--- src/verilog/xcp_pkg.sv ---
// Package of constants shared by the event unit and its system-side partner
package xcp_pkg;
    // Vector supplied internally for the non-maskable interrupt
    localparam logic [7:0] NMI_VECTOR        = 8'h02;
    // Vector used for the processor extension (coprocessor error) interrupt
    localparam logic [7:0] PEXT_VECTOR       = 8'h10;
    // Width of the acknowledge vector
    localparam int         VEC_W             = 8;
    // Number of acknowledge bus cycles for a maskable interrupt
    localparam int         ACK_CYCLES        = 2;
    // Least low and high widths of the non-maskable input, in clocks
    localparam int         NMI_MIN_CLKS      = 4;
    // Reset must be held longer than this many clocks
    localparam int         RESET_MIN_CLKS    = 16;
    // Initialisation clocks after reset release before first fetch
    localparam int         INIT_CLKS         = 50;
    // Clocks one acknowledge bus cycle takes on the link
    localparam int         ACK_CYC_CLKS      = 2;
    // Address width
    localparam int         ADDR_W            = 24;
    // Reset levels of the bus pins
    localparam logic [1:0] STATUS_RST        = 2'h3;
    localparam logic [23:0] ADDR_RST         = 24'hFFFFFF;
endpackage : xcp_pkg

--- src/verilog/xcp_link_if.sv ---
// Interface joining the event unit and the system-side partner
`timescale 1ns/100ps
interface xcp_link_if;
    logic                 maskable_irq;         // Level request, high active
    logic                 nmi;                  // Edge request, high active
    logic                 ext_operand_request;  // Coprocessor operand request
    logic                 ext_operand_ack_n;    // Operand ack, low active
    logic                 ext_operand_ack_oe;   // Ack output enable
    logic                 busy_n;               // Coprocessor busy, low active
    logic                 error_n;              // Coprocessor error, low active
    logic                 reset;                // System reset, high active
    logic                 hold;                 // Bus request
    logic                 bus_grant_ack;        // Bus grant acknowledge
    logic [1:0]           bus_status_lines;     // Bus status
    logic                 mem_io_select;        // Memory versus IO
    logic                 fetch_or_ack_select;  // Code versus acknowledge
    logic [23:0]          addr;                 // Address lines
    logic                 upper_byte_enable_n;  // Upper byte enable
    logic                 lock_n;               // Bus lock
    logic                 inta_strobe;          // Acknowledge cycle strobe
    logic [7:0]           vector;               // Vector from controller
    logic                 ext_operand_ack_wire; // Resolved ack level (pull-up)
    assign ext_operand_ack_wire = ext_operand_ack_oe ? ext_operand_ack_n : 1'b1;
    modport dev (input maskable_irq, nmi, ext_operand_request, busy_n, error_n, reset,
                 hold, vector,
                 output ext_operand_ack_n, ext_operand_ack_oe, bus_grant_ack,
                 bus_status_lines, mem_io_select, fetch_or_ack_select, addr,
                 upper_byte_enable_n, lock_n, inta_strobe);
    modport sys (output maskable_irq, nmi, ext_operand_request, busy_n, error_n, reset,
                 hold, vector,
                 input ext_operand_ack_wire, bus_grant_ack, bus_status_lines,
                 mem_io_select, fetch_or_ack_select, inta_strobe);
endinterface : xcp_link_if

--- src/verilog/xcp_event_unit.sv ---
// Processor event unit: interrupts, coprocessor handshake and reset pin states
// Operation
// RULE_01 - Maskable request ignored while enable clear
// RULE_02 - Two acknowledge cycles read 8-bit vector
// RULE_03 - Requester holds request until acknowledge begins
// RULE_04 - Request sampled each cycle, two before end
// RULE_05 - Maskable request level sensitive, active high
// RULE_06 - Non-maskable uses internal vector two
// RULE_07 - Non-maskable performs no acknowledge cycles
// RULE_08 - Non-maskable ignores interrupt enable bit
// RULE_09 - Non-maskable synchronised then rising-edge detected
// RULE_10 - Non-maskable low four, high four clocks
// RULE_11 - Coprocessor raises operand request, maybe asynchronous
// RULE_12 - Operand ack low during transfer
// RULE_13 - Operand ack floats high under bus grant
// RULE_14 - Busy stalls wait and coprocessor instructions; code stalls coprocessor instructions only
// RULE_15 - Interrupts still taken while stalled on busy
// RULE_16 - Error during coprocessor instruction raises interrupt
// RULE_17 - Busy and error low active, asynchronous
// RULE_18 - Reset high clears logic, held over sixteen
// RULE_19 - Reset drives status, ack, address, enables high
// RULE_20 - Reset drives select lines and grant low
// RULE_21 - About fifty clocks initialisation after reset
// RULE_22 - Grant ack low only when request inactive; code also holds it low during acknowledge cycles and reset
// RULE_23 - Asynchronous inputs pass two-stage synchroniser
`timescale 1ns/100ps
module xcp_event_unit #(
    parameter int INIT_CLKS = xcp_pkg::INIT_CLKS
) (
    // Clock and reset
    input  wire logic        CLK_SYS_I,
    input  wire logic        RST_N_I,
    // Link to system partner
    xcp_link_if.dev          LINK,
    // Core side controls
    input  wire logic        INT_ENABLE_I,
    input  wire logic        COPROC_OPCODE_INSTR_I,
    input  wire logic        OPERAND_XFER_I,
    // Core side results
    output logic             INIT_DONE_O,
    output logic             STALL_O,
    output logic             INT_TAKEN_O,
    output logic [7:0]       INT_VECTOR_O
);
    // Sequencer states, one-hot
    typedef enum logic [4:0] {
        ST_INIT  = 5'h01,  // Initialisation after reset
        ST_RUN   = 5'h02,  // Executing
        ST_ACK1  = 5'h04,  // First acknowledge cycle
        ST_ACK2  = 5'h08,  // Second acknowledge cycle, vector read
        ST_RESET = 5'h10   // Reset pin held
    } xcp_state_t;

    xcp_state_t state;          // Current state
    xcp_state_t next_state;     // Next state
    logic [5:0] init_cnt;       // Initialisation counter
    logic       cyc_cnt;        // Clock within acknowledge cycle
    logic [4:0] sync_q;         // Synchronised asynchronous inputs
    logic       irq_s;          // Maskable request, synchronised
    logic       nmi_s;          // Non-maskable, synchronised
    logic       preq_s;         // Operand request, synchronised
    logic       busy_s;         // Busy, high means busy
    logic       err_s;          // Error, high means error
    logic       nmi_prev;       // Previous synchronised non-maskable
    logic       nmi_pend;       // Non-maskable pending
    logic       hold_s;         // Bus request, registered
    logic       rst_s;          // Reset pin, registered

    // RULE_23 two-stage synchronisers
    xcp_sync #(.W(5)) u_sync (
        .clk_i     (CLK_SYS_I),
        .rst_n_i   (RST_N_I),
        .d_i       ({LINK.maskable_irq, LINK.nmi, LINK.ext_operand_request,
                     LINK.busy_n, LINK.error_n}),
        .rst_val_i (5'h03),
        .q_o       (sync_q)
    );
    // RULE_05 level sensitive request
    assign irq_s  = sync_q[4];
    assign nmi_s  = sync_q[3];
    assign preq_s = sync_q[2];
    // RULE_17 busy and error active low
    assign busy_s = ~sync_q[1];
    assign err_s  = ~sync_q[0];

    // Reset pin and bus request registers
    always_ff @(posedge CLK_SYS_I) begin
        if (!RST_N_I) begin
            rst_s  <= 1'b1;
            hold_s <= 1'b0;
        end else begin
            rst_s  <= LINK.reset;
            hold_s <= LINK.hold;
        end
    end

    // RULE_09 edge detect after sync
    always_ff @(posedge CLK_SYS_I) begin
        if (!RST_N_I || rst_s) begin
            nmi_prev <= 1'b0;
            nmi_pend <= 1'b0;
        end else begin
            nmi_prev <= nmi_s;
            // Set wins over the clear taken in the same cycle
            if (nmi_s && !nmi_prev) begin
                nmi_pend <= 1'b1;
            end else if (state == ST_RUN) begin
                nmi_pend <= 1'b0;
            end
        end
    end

    // Next-state logic
    always_comb begin
        next_state = state;
        case (state)
            ST_RESET: begin
                if (!rst_s) begin
                    next_state = ST_INIT;
                end
            end
            // RULE_21 initialisation delay
            ST_INIT: begin
                if (init_cnt == 6'(INIT_CLKS - 1)) begin
                    next_state = ST_RUN;
                end
            end
            ST_RUN: begin
                // RULE_04 request sampled every clock
                // RULE_01 mask maskable request
                if (!nmi_pend && irq_s && INT_ENABLE_I && !hold_s) begin
                    next_state = ST_ACK1;
                end
            end
            ST_ACK1: begin
                if (cyc_cnt) begin
                    next_state = ST_ACK2;
                end
            end
            ST_ACK2: begin
                if (cyc_cnt) begin
                    next_state = ST_RUN;
                end
            end
            default: next_state = ST_RESET;
        endcase
        // RULE_18 reset overrides everything
        if (rst_s) begin
            next_state = ST_RESET;
        end
    end

    // State register
    always_ff @(posedge CLK_SYS_I) begin
        if (!RST_N_I) begin
            state <= ST_RESET;
        end else begin
            state <= next_state;
        end
    end

    // Initialisation and acknowledge-cycle counters
    always_ff @(posedge CLK_SYS_I) begin
        if (!RST_N_I || state != next_state) begin
            init_cnt <= 6'h00;
            cyc_cnt  <= 1'b0;
        end else begin
            init_cnt <= init_cnt + 6'h01;
            cyc_cnt  <= ~cyc_cnt;
        end
    end

    // Interrupt take and vector register
    always_ff @(posedge CLK_SYS_I) begin
        if (!RST_N_I || rst_s) begin
            INT_TAKEN_O  <= 1'b0;
            INT_VECTOR_O <= 8'h00;
        end else begin
            INT_TAKEN_O <= 1'b0;
            // RULE_06 RULE_07 RULE_08 internal vector, no ack
            // RULE_15 taken even while stalled
            if (state == ST_RUN && nmi_pend) begin
                INT_TAKEN_O  <= 1'b1;
                INT_VECTOR_O <= xcp_pkg::NMI_VECTOR;
            // RULE_16 processor extension interrupt
            end else if (state == ST_RUN && COPROC_OPCODE_INSTR_I && err_s) begin
                INT_TAKEN_O  <= 1'b1;
                INT_VECTOR_O <= xcp_pkg::PEXT_VECTOR;
            // RULE_02 vector read in second cycle
            end else if (state == ST_ACK2 && cyc_cnt) begin
                INT_TAKEN_O  <= 1'b1;
                INT_VECTOR_O <= LINK.vector;
            end
        end
    end

    // RULE_14 stall on busy
    assign STALL_O     = (state == ST_RUN) && COPROC_OPCODE_INSTR_I && busy_s && !err_s;
    assign INIT_DONE_O = (state != ST_INIT) && (state != ST_RESET);

    // Bus pin drive
    always_comb begin
        LINK.inta_strobe         = (state == ST_ACK1) || (state == ST_ACK2);
        LINK.lock_n              = !LINK.inta_strobe;
        LINK.bus_status_lines    = LINK.inta_strobe ? 2'h0 : xcp_pkg::STATUS_RST;
        LINK.mem_io_select       = 1'b0;
        LINK.fetch_or_ack_select = !LINK.inta_strobe;
        LINK.addr                = xcp_pkg::ADDR_RST;
        LINK.upper_byte_enable_n = 1'b1;
        // RULE_22 grant follows request in run and initialisation states only
        LINK.bus_grant_ack       = hold_s && (state == ST_RUN || state == ST_INIT);
        // RULE_11 RULE_12 ack low during transfer
        LINK.ext_operand_ack_n   = !(preq_s && OPERAND_XFER_I && state == ST_RUN);
        // RULE_13 float under bus grant
        LINK.ext_operand_ack_oe  = !LINK.bus_grant_ack;
        // RULE_19 RULE_20 reset pin states
        // Follow the registered pin too, so pins settle a clock before the state does
        if (state == ST_RESET || rst_s) begin
            LINK.lock_n              = 1'b1;
            LINK.bus_status_lines    = xcp_pkg::STATUS_RST;
            LINK.fetch_or_ack_select = 1'b0;
            LINK.bus_grant_ack       = 1'b0;
            LINK.ext_operand_ack_n   = 1'b1;
            LINK.ext_operand_ack_oe  = 1'b1;
        end
    end
endmodule : xcp_event_unit

--- src/verilog/xcp_sync.sv ---
// Two-stage synchroniser for a group of asynchronous inputs
`timescale 1ns/100ps
module xcp_sync #(
    parameter int W = 1
) (
    // Clock and reset
    input  wire logic         clk_i,
    input  wire logic         rst_n_i,
    // Data
    input  wire logic [W-1:0] d_i,
    input  wire logic [W-1:0] rst_val_i,
    output logic      [W-1:0] q_o
);
    logic [W-1:0] meta; // First stage, read only by second stage

    // Two flops per bit
    always_ff @(posedge clk_i) begin
        if (!rst_n_i) begin
            meta <= rst_val_i;
            q_o  <= rst_val_i;
        end else begin
            meta <= d_i;
            q_o  <= meta;
        end
    end
endmodule : xcp_sync

--- src/flat_wrapper.sv ---
// flat-port wrapper written by rule: the top's interface ports become plain ports
module xcp_event_unit_flat 
#(
    parameter int INIT_CLKS = xcp_pkg::INIT_CLKS
)
  (CLK_SYS_I, RST_N_I, INT_ENABLE_I, COPROC_OPCODE_INSTR_I, OPERAND_XFER_I, INIT_DONE_O, STALL_O, INT_TAKEN_O, INT_VECTOR_O, LINK_maskable_irq, LINK_nmi, LINK_ext_operand_request, LINK_busy_n, LINK_error_n, LINK_reset, LINK_hold, LINK_vector, LINK_ext_operand_ack_n, LINK_ext_operand_ack_oe, LINK_bus_grant_ack, LINK_bus_status_lines, LINK_mem_io_select, LINK_fetch_or_ack_select, LINK_addr, LINK_upper_byte_enable_n, LINK_lock_n, LINK_inta_strobe);
  xcp_link_if LINK_i ();
  input  wire logic CLK_SYS_I;
  input  wire logic RST_N_I;
  input  wire logic INT_ENABLE_I;
  input  wire logic COPROC_OPCODE_INSTR_I;
  input  wire logic OPERAND_XFER_I;
  output logic INIT_DONE_O;
  output logic STALL_O;
  output logic INT_TAKEN_O;
  output logic [7:0] INT_VECTOR_O;
  input wire logic [$bits(LINK_i.maskable_irq)-1:0] LINK_maskable_irq;
  input wire logic [$bits(LINK_i.nmi)-1:0] LINK_nmi;
  input wire logic [$bits(LINK_i.ext_operand_request)-1:0] LINK_ext_operand_request;
  input wire logic [$bits(LINK_i.busy_n)-1:0] LINK_busy_n;
  input wire logic [$bits(LINK_i.error_n)-1:0] LINK_error_n;
  input wire logic [$bits(LINK_i.reset)-1:0] LINK_reset;
  input wire logic [$bits(LINK_i.hold)-1:0] LINK_hold;
  input wire logic [$bits(LINK_i.vector)-1:0] LINK_vector;
  output wire logic [$bits(LINK_i.ext_operand_ack_n)-1:0] LINK_ext_operand_ack_n;
  output wire logic [$bits(LINK_i.ext_operand_ack_oe)-1:0] LINK_ext_operand_ack_oe;
  output wire logic [$bits(LINK_i.bus_grant_ack)-1:0] LINK_bus_grant_ack;
  output wire logic [$bits(LINK_i.bus_status_lines)-1:0] LINK_bus_status_lines;
  output wire logic [$bits(LINK_i.mem_io_select)-1:0] LINK_mem_io_select;
  output wire logic [$bits(LINK_i.fetch_or_ack_select)-1:0] LINK_fetch_or_ack_select;
  output wire logic [$bits(LINK_i.addr)-1:0] LINK_addr;
  output wire logic [$bits(LINK_i.upper_byte_enable_n)-1:0] LINK_upper_byte_enable_n;
  output wire logic [$bits(LINK_i.lock_n)-1:0] LINK_lock_n;
  output wire logic [$bits(LINK_i.inta_strobe)-1:0] LINK_inta_strobe;
  assign LINK_i.maskable_irq = LINK_maskable_irq;
  assign LINK_i.nmi = LINK_nmi;
  assign LINK_i.ext_operand_request = LINK_ext_operand_request;
  assign LINK_i.busy_n = LINK_busy_n;
  assign LINK_i.error_n = LINK_error_n;
  assign LINK_i.reset = LINK_reset;
  assign LINK_i.hold = LINK_hold;
  assign LINK_i.vector = LINK_vector;
  assign LINK_ext_operand_ack_n = LINK_i.ext_operand_ack_n;
  assign LINK_ext_operand_ack_oe = LINK_i.ext_operand_ack_oe;
  assign LINK_bus_grant_ack = LINK_i.bus_grant_ack;
  assign LINK_bus_status_lines = LINK_i.bus_status_lines;
  assign LINK_mem_io_select = LINK_i.mem_io_select;
  assign LINK_fetch_or_ack_select = LINK_i.fetch_or_ack_select;
  assign LINK_addr = LINK_i.addr;
  assign LINK_upper_byte_enable_n = LINK_i.upper_byte_enable_n;
  assign LINK_lock_n = LINK_i.lock_n;
  assign LINK_inta_strobe = LINK_i.inta_strobe;
  xcp_event_unit #(.INIT_CLKS(INIT_CLKS)) u_core (.CLK_SYS_I(CLK_SYS_I), .RST_N_I(RST_N_I), .LINK(LINK_i), .INT_ENABLE_I(INT_ENABLE_I), .COPROC_OPCODE_INSTR_I(COPROC_OPCODE_INSTR_I), .OPERAND_XFER_I(OPERAND_XFER_I), .INIT_DONE_O(INIT_DONE_O), .STALL_O(STALL_O), .INT_TAKEN_O(INT_TAKEN_O), .INT_VECTOR_O(INT_VECTOR_O));
endmodule
--- config.mk ---
export PLATFORM = sky130hd
export DESIGN_NAME = xcp_event_unit_flat
export DESIGN_NICKNAME = d
export VERILOG_FILES = /design/src/verilog/xcp_pkg.sv /design/src/verilog/xcp_link_if.sv /design/src/verilog/xcp_event_unit.sv /design/src/verilog/xcp_sync.sv /design/src/flat_wrapper.sv
export SDC_FILE = /design/constraint.sdc
export NUM_CORES = 1
export LEC_CHECK = 0
export BUFFER_PORTS_ARGS = -buffer_cell sky130_fd_sc_hd__buf_2
export CORE_MARGIN = 5
export CORE_UTILIZATION = 28
export CTS_CLUSTER_DIAMETER = 80
export DETAILED_ROUTE_END_ITERATION = 6
export PLACE_DENSITY = 0.5
export REMOVE_ABC_BUFFERS = 1
export SKIP_CTS_REPAIR_TIMING = 1
export SYNTH_ARGS = -nofsm -noshare
export SYNTH_HDL_FRONTEND = slang
export SYNTH_SLANG_ARGS = --single-unit
--- constraint.sdc ---
create_clock -name CLK_SYS_I -period 2.05 [get_ports CLK_SYS_I]
set_clock_uncertainty 0.05 [all_clocks]
set_input_delay 0.205 -clock CLK_SYS_I [delete_from_list [all_inputs] [get_ports CLK_SYS_I]]
set_output_delay 0.205 -clock CLK_SYS_I [all_outputs]
set_load 0.01 [all_outputs]
* Word-level counts from Yosys, hierarchy flattened
Index checks and enable logic that the tools add are counted.
Word-level totals: register bits after elaboration 35, input port bits 20, output and inout bits 45, logic and storage cells 78
Operators by class: add/subtract/negate cells 1, eq/ne operators 9, mux-type cells 21, bitwise gates (word level) 3, reductions and logical operators 31
Operator list (number):
- 5-bit two-way mux | 7
- 5-bit case mux with 5 select lines | 1
- 1-bit logical AND | 14
- 1-bit two-way mux | 10
- 1-bit logical NOT | 7
- 6-bit by 1-bit adder with 6-bit output, second input constant | 1
- 6-bit == test, second input constant | 1
- 2-bit two-way mux | 3
- 5-bit by 1-bit == test with 1-bit output, second input constant | 1
- 5-bit by 2-bit == test with 1-bit output, second input constant | 1
- 5-bit by 3-bit == test with 1-bit output, second input constant | 1
- 5-bit by 4-bit == test with 1-bit output, second input constant | 1
- 5-bit == test, second input constant | 1
- 1-bit logical OR | 5
- 5-bit by 1-bit != test with 1-bit output, second input constant | 1
- 5-bit != test | 1
- 5-bit != test, second input constant | 1
- 2-bit nonzero test | 2
- 1-bit NOT | 3
- 3-bit nonzero test | 1
- 3-bit OR reduction | 1
- 2-bit OR reduction | 1

* Longest topological paths before layout
Gate-level depths: netlist of the first run.
word-level depth 9, depth in mapped cells 7, gate-level depth less buffers 7

* By module
From an unflattened synthesis of the first run, not the netlist that was laid out.
Unflattened totals: cells, all modules 211, area total of the unflattened synthesis 1919.3 um2
By module, submodules not included:
- xcp_event_unit | times used 1, cells each 190, area an instance 1557.7 um2, sequential area each 500.5 um2
- xcp_sync | times used 1, cells each 21, area an instance 361.6 um2, sequential area each 200.2 um2

* Worst setup path after synthesis of the first run
OpenSTA, ideal clock, no wires.
path kind register to register, start register u_core.state[4], end register u_core.init_cnt[2], setup time 0.152 ns, arrival 1.814 ns, data required time 1.848 ns, slack 0.034 ns, cell stages (with the launch flop) 7, path buffers 0, clock period less this slack 2.016 ns, cells stage by stage dfxtp_1 -> or3_4 -> o21bai_4 -> a21oi_4 -> mux2i_1 -> a222oi_1 -> nor3_1
Between the ends: cells in the longest elaborated chain, start to end 5, elaborated cells on any way between the ends 13, classes of those cells eq/ne (6); mux (6); reduce/logical (1)
RTL lines:
- start: declaration | RTL line xcp_event_unit.sv:54 | xcp_state_t state;
- start signal: assignment | RTL line xcp_event_unit.sv:158 | state <= next_state;
- 5-bit by 4-bit == test with 1-bit output, or another cell as far along | RTL line xcp_event_unit.sv:116 | case (state)
- 5-bit case mux with 5 select lines | RTL line xcp_event_unit.sv:116
- 5-bit two-way mux | RTL line xcp_event_unit.sv:148 | if (rst_s) begin
- 5-bit != test * | RTL line xcp_event_unit.sv:164 | if (!RST_N_I || state != next_state) begin
- 1-bit logical OR * | RTL line xcp_event_unit.sv:164
- end signal: assignment | RTL line xcp_event_unit.sv:168 | init_cnt <= init_cnt + 6'h01;
- end: declaration | RTL line xcp_event_unit.sv:56 | logic [5:0] init_cnt;
Mark *: on every way between the ends. The rest lies on a longest branch, timed or not. A chain may end at the register's enable or synchronous reset.

* Final worst setup path of the first run
start register u_core.state[0], end output port LINK_bus_status_lines[1]
Between the ends: cells in the longest elaborated chain, start to end 4, elaborated cells on any way between the ends 7, classes of those cells eq/ne (3); mux (2); reduce/logical (2)
RTL lines:
- 5-bit by 3-bit == test with 1-bit output / 5-bit by 4-bit == test with 1-bit output (equally long branches) | RTL line xcp_event_unit.sv:203 | LINK.inta_strobe = (state == ST_ACK1) || (state == ST_ACK2);
- 1-bit logical OR | RTL line xcp_event_unit.sv:203
- 2-bit two-way mux | RTL line xcp_event_unit.sv:205 | LINK.bus_status_lines = LINK.inta_strobe ? 2'h0 : xcp_pkg::STATUS_RST;
- 2-bit two-way mux * | RTL line xcp_event_unit.sv:218 | if (state == ST_RESET || rst_s) begin
- end: declaration | RTL line flat_wrapper.sv:28 | output wire logic [$bits(LINK_i.bus_status_lines)-1:0] LINK_bus_status_lines;
Marks and branches as above.

==> impl_results.rst, run 1 <==
.. list-table::
   :header-rows: 1

   * - Metric
     - Value
   * - Reg-to-reg critical path startpoint
     - u_core.state[0]
   * - Startpoint-to-endpoint class of the critical path
     - reg -> out
   * - Mapped Cells
     - between 200 and 250
   * - Layout area overhead
     - 15.5%
   * - Hold_sp
     - LINK_error_n
   * - Synthesis-stage register bit count
     - 35
   * - Proportion of register bits with asynchronous set or reset after synthesis
     - 0%
   * - Result of the run
     - completed
   * - Number of enable flip-flop cells after synthesis
     - 0
   * - Slack of the worst reg-to-reg path
     - approximately 0.13 ns
   * - Worst Hold Class
     - in -> reg
   * - Slew Limit Headroom
     - between 60 and 70%
   * - Delay of the slowest cell on the worst path
     - roughly 0.4 ns
   * - Count of fill cells added during filler insertion
     - between 600 and 700
   * - Average size of a mapped cell
     - between 8 and 9 um^2
   * - Design Power
     - about 0.0013 W
   * - Number of max-capacitance violations reported
     - 0
   * - Residual DRC
     - 0
   * - Top post-synthesis cells by area
     - sky130_fd_sc_hd__dfxtp_1 (39%), sky130_fd_sc_hd__buf_4 (12%), sky130_fd_sc_hd__nand2_1 (4.8%)
   * - Detailed router's first-iteration violation count
     - just under 80
   * - Number of diodes
     - 0
   * - Endpoint of the lowest-slack register-to-register path
     - u_core.init_cnt[2]
   * - Final setup violating endpoints
     - 0
   * - Critical path endpoint category
     - primary output
   * - Slowest cell on crit path
     - sky130_fd_sc_hd__or3_4
   * - Slew Viols, Final
     - 0
   * - Share of the synthesized area in the top cell type
     - approximately two fifths
   * - Number of warning messages in the yosys log
     - 0
   * - Number of nets with antenna violations after routing
     - 0
   * - Min Clock Period, post-route
     - approximately 2.0 ns
   * - Part of the cycle the worst path needs
     - around 95%
   * - Average wire length per cell after detail routing
     - 11.4 um
   * - Maximum operating frequency
     - 513 MHz
   * - First drt pass iteration count
     - 4
   * - Via count of the first global-routing pass
     - ~1.4k
   * - Worst EP arrival
     - ~1.7 ns
   * - Width of the die
     - about 90 um
   * - Clock buffer count from CTS
     - 5
   * - Maximum number of pins on one net before global-route repair
     - 17
   * - Cell Chain, Critical Path
     - or3_4, o21bai_4, or2_2, buf_2
   * - Netlist cell types
     - 43
   * - Total wire length after detailed routing
     - between 3 and 4 mm
   * - CTS tree
     - yes
   * - Die Y-Extent
     - about 90 um
   * - Initial cell density of the core
     - 28.5%
   * - Count of port buffers added during placement
     - 38
   * - Clock Sinks
     - 35
   * - Reported leakage power
     - approximately 0.90 nW
   * - Power density cells
     - 633 nW/um^2
   * - Predominant post-synthesis flop cell
     - sky130_fd_sc_hd__dfxtp_1
   * - Final hold violation count
     - 0
   * - Number of rows in the core area
     - 29
   * - Total gr overflow
     - 0
   * - Worst Reg-to-Reg Cells
     - 7
   * - Global routing usage summed across all routing layers
     - around a tenth
   * - Layout Cells excl Fill
     - between 300 and 400
   * - Yosys top cell by area
     - sky130_fd_sc_hd__dfxtp_1
   * - Routed vias
     - ~1.5k
   * - Critical path startpoint
     - u_core.state[0]
   * - Top-Level Pins
     - 65
   * - Fraction of final layout cells sized beyond drive strength 1
     - between 20 and 30%
   * - Fraction of the yosys area taken by sequential cells
     - 38.9%
   * - Maximum count of clock buffers along a single path
     - 2
   * - Area of the die
     - a little over 8000 um^2
   * - Number of instances in the placed design
     - approximately 320
   * - Weighted congestion reported at the end of routability-driven placement
     - just over 0.8
   * - Type of element launching the critical path
     - register
   * - Clock root buffer
     - sky130_fd_sc_hd__clkbuf_8
   * - Initial antenna violation count
     - 0
   * - Syn Std Cell Area
     - ~1800 um^2
   * - Slew at the pin closest to its max-slew limit
     - ~0.53 ns
   * - Timing endpoint of the critical path
     - LINK_bus_status_lines[1]
   * - Insertion delay of the later-clocked pin in the worst-skew pair
     - 0.28 ns
   * - Maximum vdd ir drop
     - between 0.2 and 0.3 mV
   * - Nets
     - 274
   * - Critical path required time
     - between 1.5 and 2 ns
   * - Post-detail-place hpwl
     - between 2 and 3 mm
   * - Routed via count divided by cell count
     - 4.43
   * - Largest fanout on the critical path
     - 9
   * - Core ar.
     - 6310 um^2
   * - Maximum level of the CTS H-tree
     - 2
   * - First-pass GRT wire length
     - 6.56 mm
   * - Clock-pin slew of the registers on the worst-case setup and hold paths
     - ~0.070 ns
   * - RSZ-0062 raised after global routing
     - yes
per-layer routing:
| metal | vias up | share of wire, % | global-route usage, % |
|---|---|---|---|
| met4 | 0 | 0.75 | 2.61 |
| met3 | 5 | 10 | 3.59 |
| li1 | 734 | - | - |
| met1 | 662 | 48 | 13.0 |
| met2 | 57 | 42 | 14.0 |
| met5 | - | 0 | 0 |
placed cells by master, fill, tap and decap left out, types with 2 or more instances in the layout:
master                      count
sky130_fd_sc_hd__nor3_1        13
sky130_fd_sc_hd__nor2_1        11
sky130_fd_sc_hd__nor4_1         2
sky130_fd_sc_hd__buf_4         11
sky130_fd_sc_hd__a21oi_1       11
sky130_fd_sc_hd__nand2b_1       6
sky130_fd_sc_hd__a2bb2oi_1      2
sky130_fd_sc_hd__ha_1           2
sky130_fd_sc_hd__buf_2         38
sky130_fd_sc_hd__inv_1          5
sky130_fd_sc_hd__and2_1         8
sky130_fd_sc_hd__and2b_2        2
sky130_fd_sc_hd__nand2_1       23
sky130_fd_sc_hd__mux2i_1        3
sky130_fd_sc_hd__a31oi_1        5
sky130_fd_sc_hd__dfxtp_1       33
sky130_fd_sc_hd__and3_1         4
sky130_fd_sc_hd__o211ai_1       2
sky130_fd_sc_hd__xnor2_1        4
sky130_fd_sc_hd__o21ai_0        2
sky130_fd_sc_hd__nand3_1        6
sky130_fd_sc_hd__xor2_1         4
sky130_fd_sc_hd__nand3b_1       2
sky130_fd_sc_hd__nor2b_1        2
sky130_fd_sc_hd__clkbuf_8       6
sky130_fd_sc_hd__conb_1        26
worst min-delay path by stage:
stage                                  to  slack [ns]  depth (start not counted)
CTS                 u_core.u_sync.meta[0]        0.05                          2
global route        u_core.u_sync.meta[1]        0.07                          2
global placement    u_core.u_sync.meta[1]        0.34                          2
floorplan                    u_core.rst_s        0.23                          1
finish              u_core.u_sync.meta[0]        0.06                          2
detailed placement  u_core.u_sync.meta[0]        0.34                          2
through the flow:
stage	util [%]	hold slack, ns	worst slack [ns]	TNS [ns]	cell area (um^2)
2_1_floorplan	-	0.228	-0.0847	-0.508	1620
3_3_place_gp	31.5	0.338	0.0991	0	1990
3_5_place_dp	31.5	0.345	0.0955	0	1990
4_1_cts	32.9	0.0548	0.0319	0	2080
5_1_grt	33.0	0.0656	-0.0200	-0.0366	2080
6_report	33.0	0.0618	0.0989	0	2080
cell type report:
cell class	count	area, um^2	share of cell area, %
clock inverter	1	5.00	0.241
inverter	5	18.8	0.902
multi-input combinational	156	900	43.2
clock buffer	6	82.6	3.97
tap	77	96.3	4.63
sequential	35	706	33.9
timing repair buffer	49	273	13.1
cells in the mapped netlist (2+ instances only):
cell type	count
sky130_fd_sc_hd__a21oi_1	11
sky130_fd_sc_hd__nor4_1	2
sky130_fd_sc_hd__xnor2_1	4
sky130_fd_sc_hd__o21ai_0	2
sky130_fd_sc_hd__mux2i_1	3
sky130_fd_sc_hd__buf_4	28
sky130_fd_sc_hd__nand2_1	23
sky130_fd_sc_hd__nand3b_1	2
sky130_fd_sc_hd__xor2_1	4
sky130_fd_sc_hd__buf_6	3
sky130_fd_sc_hd__nor2_1	11
sky130_fd_sc_hd__nand3_1	6
sky130_fd_sc_hd__and2b_2	2
sky130_fd_sc_hd__and2_1	8
sky130_fd_sc_hd__a2bb2oi_1	2
sky130_fd_sc_hd__dfxtp_1	35
sky130_fd_sc_hd__nor3_1	13
sky130_fd_sc_hd__a31oi_1	5
sky130_fd_sc_hd__clkbuf_1	4
sky130_fd_sc_hd__ha_1	2
sky130_fd_sc_hd__nor2b_1	2
sky130_fd_sc_hd__o211ai_1	2
sky130_fd_sc_hd__nand2b_1	6
sky130_fd_sc_hd__conb_1	2
sky130_fd_sc_hd__inv_1	5
sky130_fd_sc_hd__and3_1	4
worst max-delay path, delay by kind of cell, from the launching register on:
family / cells / cell delay (ns)
AND/OR/NAND/NOR: 2 / 0.70
AO/OA/AOI/OAI: 1 / 0.20
flip-flops: 1 / 0.38
buffers and inverters: 1 / 0.15
sequential cells by signal (all words and copies together) (netlist names):
register and cells:
u_core.hold_s 1, u_core.u_sync.meta 5, u_core.cyc_cnt 1, u_core.state 5
u_core.u_sync.q_o 5, u_core.init_cnt 6, u_core.nmi_prev 1, u_core.rst_s 1
u_core.nmi_pend 1, u_core.INT_VECTOR_O 8, u_core.INT_TAKEN_O 1
cells by family (layout without fill, tap and decap cells):
group,after synthesis,after routing,synth area share [%]
XOR/XNOR,8,8,3.89
flip-flops,35,35,38.9
AO/OA/AOI/OAI,28,28,11.1
adder cells (fa/ha/maj),2,2,1.39
buffers and inverters,41,61,16.2
multiplexers,3,3,1.67
other,2,26,0.417
AND/OR/NAND/NOR,89,89,26.5
power breakdown:
part | switching, W | internal (W)
clock network | 0.000221 | 0.000263
registers | 0.0000178 | 0.000698
logic | 0.0000684 | 0.0000483
total | 0.000307 | 0.00101
Note: power is estimated with default switching activity, not from simulation.
==> inputs of run 2 (changes only) <==
--- a/config.mk
+++ b/config.mk
@@ -6,13 +6,16 @@
 export NUM_CORES = 1
 export LEC_CHECK = 0
 export BUFFER_PORTS_ARGS = -buffer_cell sky130_fd_sc_hd__buf_2
+export CELL_PAD_IN_SITES_DETAIL_PLACEMENT = 2
+export CELL_PAD_IN_SITES_GLOBAL_PLACEMENT = 2
 export CORE_MARGIN = 5
-export CORE_UTILIZATION = 28
+export CORE_UTILIZATION = 25
 export CTS_CLUSTER_DIAMETER = 80
 export DETAILED_ROUTE_END_ITERATION = 6
-export PLACE_DENSITY = 0.5
+export PLACE_DENSITY = 0.73
 export REMOVE_ABC_BUFFERS = 1
 export SKIP_CTS_REPAIR_TIMING = 1
+export SLEW_MARGIN = 0
 export SYNTH_ARGS = -nofsm -noshare
 export SYNTH_HDL_FRONTEND = slang
 export SYNTH_SLANG_ARGS = --single-unit
==> run 2 against run 1 <==
  * Total power up 3.1%
  * Fmax decreased by 2.7%
  * Register-to-register slack worse by 0.08 ns
  * Sequential share of layout area shrank 0.83 points
  * Non-clock buffer count increased by 4
  * Core utilization shrank 2.8 points
  * Die area rose by 11%
  * Routed wire length grew 31%
  * Critical path type is now reg -> reg
  * Highest routed layer unchanged
==> impl_results.rst, run 2 (same netlist as run 1, synthesis figures left out) <==
.. list-table::
   :header-rows: 1

   * - Metric
     - Value
   * - Number of rows in the core area
     - 31
   * - Worst Reg-to-Reg Cells
     - 6
   * - Hold Crit Depth
     - 2
   * - Number of diodes
     - 0
   * - Reg-to-reg critical path startpoint
     - u_core.state[1]
   * - Power density cells
     - between 600 and 700 nW/um^2
   * - Maximum number of pins on one net before global-route repair
     - 17
   * - Clock buffer count from CTS
     - 5
   * - Weighted congestion reported at the end of routability-driven placement
     - between 0.7 and 0.8
   * - Clock-pin slew of the registers on the worst-case setup and hold paths
     - 0.07 ns
   * - Design Power
     - ~0.0014 W
   * - Post-Route Utilization
     - between 30% and 40%
   * - Slack of the worst reg-to-reg path
     - around 0.046 ns
   * - First drt pass iteration count
     - 4
   * - Worst EP arrival
     - roughly 2.2 ns
   * - Slew at the pin closest to its max-slew limit
     - approximately 0.62 ns
   * - Layout area overhead
     - 19.4%
   * - Largest register FFs
     - 8
   * - Initial cell density of the core
     - roughly a quarter
   * - Result of the run
     - completed
   * - Critical path startpoint
     - u_core.state[1]
   * - Final setup violating endpoints
     - 0
   * - Commonest non-fill, non-tap cells in the layout
     - sky130_fd_sc_hd__buf_2 (38), sky130_fd_sc_hd__dfxtp_1 (30), sky130_fd_sc_hd__conb_1 (26)
   * - Count of port buffers added during placement
     - 38
   * - Critical path endpoint category
     - register
   * - First-pass GRT wire length
     - about 7.6 mm
   * - Top-Level Pins
     - 65
   * - Routed vias
     - ~1.5k
   * - Average wire length per cell after detail routing
     - 13.9 um
   * - Timing endpoint of the critical path
     - u_core.init_cnt[2]
   * - Slew Limit Headroom
     - a little under 60%
   * - Post-detail-place hpwl
     - 3.75 mm
   * - Residual DRC
     - 0
   * - Most common cell after layout, fill and taps aside
     - sky130_fd_sc_hd__buf_2
   * - Startpoint-to-endpoint class of the critical path
     - reg -> reg
   * - CTS tree
     - yes
   * - Instance area at placement
     - slightly above 2000 um^2
   * - Final hold violation count
     - 0
   * - Detailed router's first-iteration violation count
     - 50
   * - Clock root buffer
     - sky130_fd_sc_hd__clkbuf_8
   * - Global routing usage summed across all routing layers
     - between 10 and 15%
   * - Area of the die
     - 9010 um^2
   * - Regs by FF count
     - u_core.INT_VECTOR_O x8, u_core.init_cnt x6
   * - Number of max-capacitance violations reported
     - 0
   * - Via count of the first global-routing pass
     - 1597
   * - Design Area, Final
     - about 2200 um^2
   * - Largest fanout on the critical path
     - 7
   * - Total wire length after detailed routing
     - 4.93 mm
   * - Type of element launching the critical path
     - register
   * - Min Clock Period, post-route
     - 2.00 ns
   * - Core ar.
     - around 7000 um^2
   * - Maximum vdd ir drop
     - about 0.26 mV
   * - Fraction of final layout cells sized beyond drive strength 1
     - between 30% and 40%
   * - Nets
     - about 280
   * - Worst Hold Class
     - in -> reg
   * - Width of the die
     - between 90 and 100 um
   * - Initial antenna violation count
     - 0
   * - Routed via count divided by cell count
     - between 4 and 5
   * - Slew Viols, Final
     - 0
   * - Endpoint of the lowest-slack register-to-register path
     - u_core.init_cnt[2]
   * - Maximum level of the CTS H-tree
     - 2
   * - Clock Sinks
     - 35
   * - Part of the cycle the worst path needs
     - between 90 and 100%
   * - Number of nets with antenna violations after routing
     - 0
   * - Die Y-Extent
     - approximately 95 um
   * - Critical path required time
     - 2.21 ns
   * - Total gr overflow
     - 0
   * - Maximum operating frequency
     - between 400 and 500 MHz
   * - Reported leakage power
     - just over 0.9 nW
   * - Tightest hold margin
     - ~0.046 ns
   * - Insertion delay of the later-clocked pin in the worst-skew pair
     - roughly 0.29 ns
   * - Register with the most flip-flops
     - u_core.INT_VECTOR_O
   * - Maximum count of clock buffers along a single path
     - 2
[run 2: worst min path at each step]
stage / startpoint / end / slack, ns
after floorplan: RST_N_I / u_core.rst_s / 0.23
after detailed placement: LINK_busy_n / u_core.u_sync.meta[1] / 0.35
after CTS: LINK_busy_n / u_core.u_sync.meta[1] / 0.04
after global routing: LINK_busy_n / u_core.u_sync.meta[1] / 0.05
after global placement: LINK_error_n / u_core.u_sync.meta[0] / 0.34
final: LINK_busy_n / u_core.u_sync.meta[1] / 0.05
[run 2: final cells by class]
| type | count | area [um^2] |
|---|---|---|
| fill | 861 | 4980 |
| multi-input combinational | 156 | 907 |
| sequential | 35 | 712 |
| timing repair buffer | 53 | 303 |
| tap | 99 | 124 |
| clock buffer | 6 | 82.6 |
| inverter | 5 | 18.8 |
| clock inverter | 1 | 5.00 |
[run 2: metrics by stage]
step | setup slack [ns] | std cells | setup TNS, ns
finish | 0.0455 | 355 | 0
detailed placement | 0.0130 | 344 | 0
floorplan | -0.0847 | 196 | -0.508
global placement | 0.0865 | 344 | 0
CTS | -0.0349 | 351 | -0.104
global route | -0.0156 | 355 | -0.0261
[run 2: layer usage]
| layer | vias up | share of wire (%) | global-route usage [%] |
|---|---|---|---|
| li1 | 743 | - | - |
| met1 | 739 | 45 | 13.9 |
| met2 | 46 | 48 | 17.6 |
| met3 | 8 | 5.0 | 2.31 |
| met4 | 0 | 2.1 | 6.13 |
| met5 | - | 0 | 0 |
[run 2: worst max-delay path, stage by stage, from the launching register on]
cell and delay [ns]:
sky130_fd_sc_hd__dfxtp_4 0.37, sky130_fd_sc_hd__or3_4 0.40, sky130_fd_sc_hd__o21bai_4 0.20, sky130_fd_sc_hd__a21oi_4 0.20
sky130_fd_sc_hd__a32o_1 0.19, sky130_fd_sc_hd__o211ai_1 0.25, sky130_fd_sc_hd__nor3_1 0.26
[run 2: power by group]
part	internal (W)	total (W)	leakage [nW]	switching (W)
clock network	0.000264	0.000513	0.0470	0.000249
logic	0.0000529	0.000130	0.584	0.0000769
registers	0.000697	0.000715	0.288	0.0000177
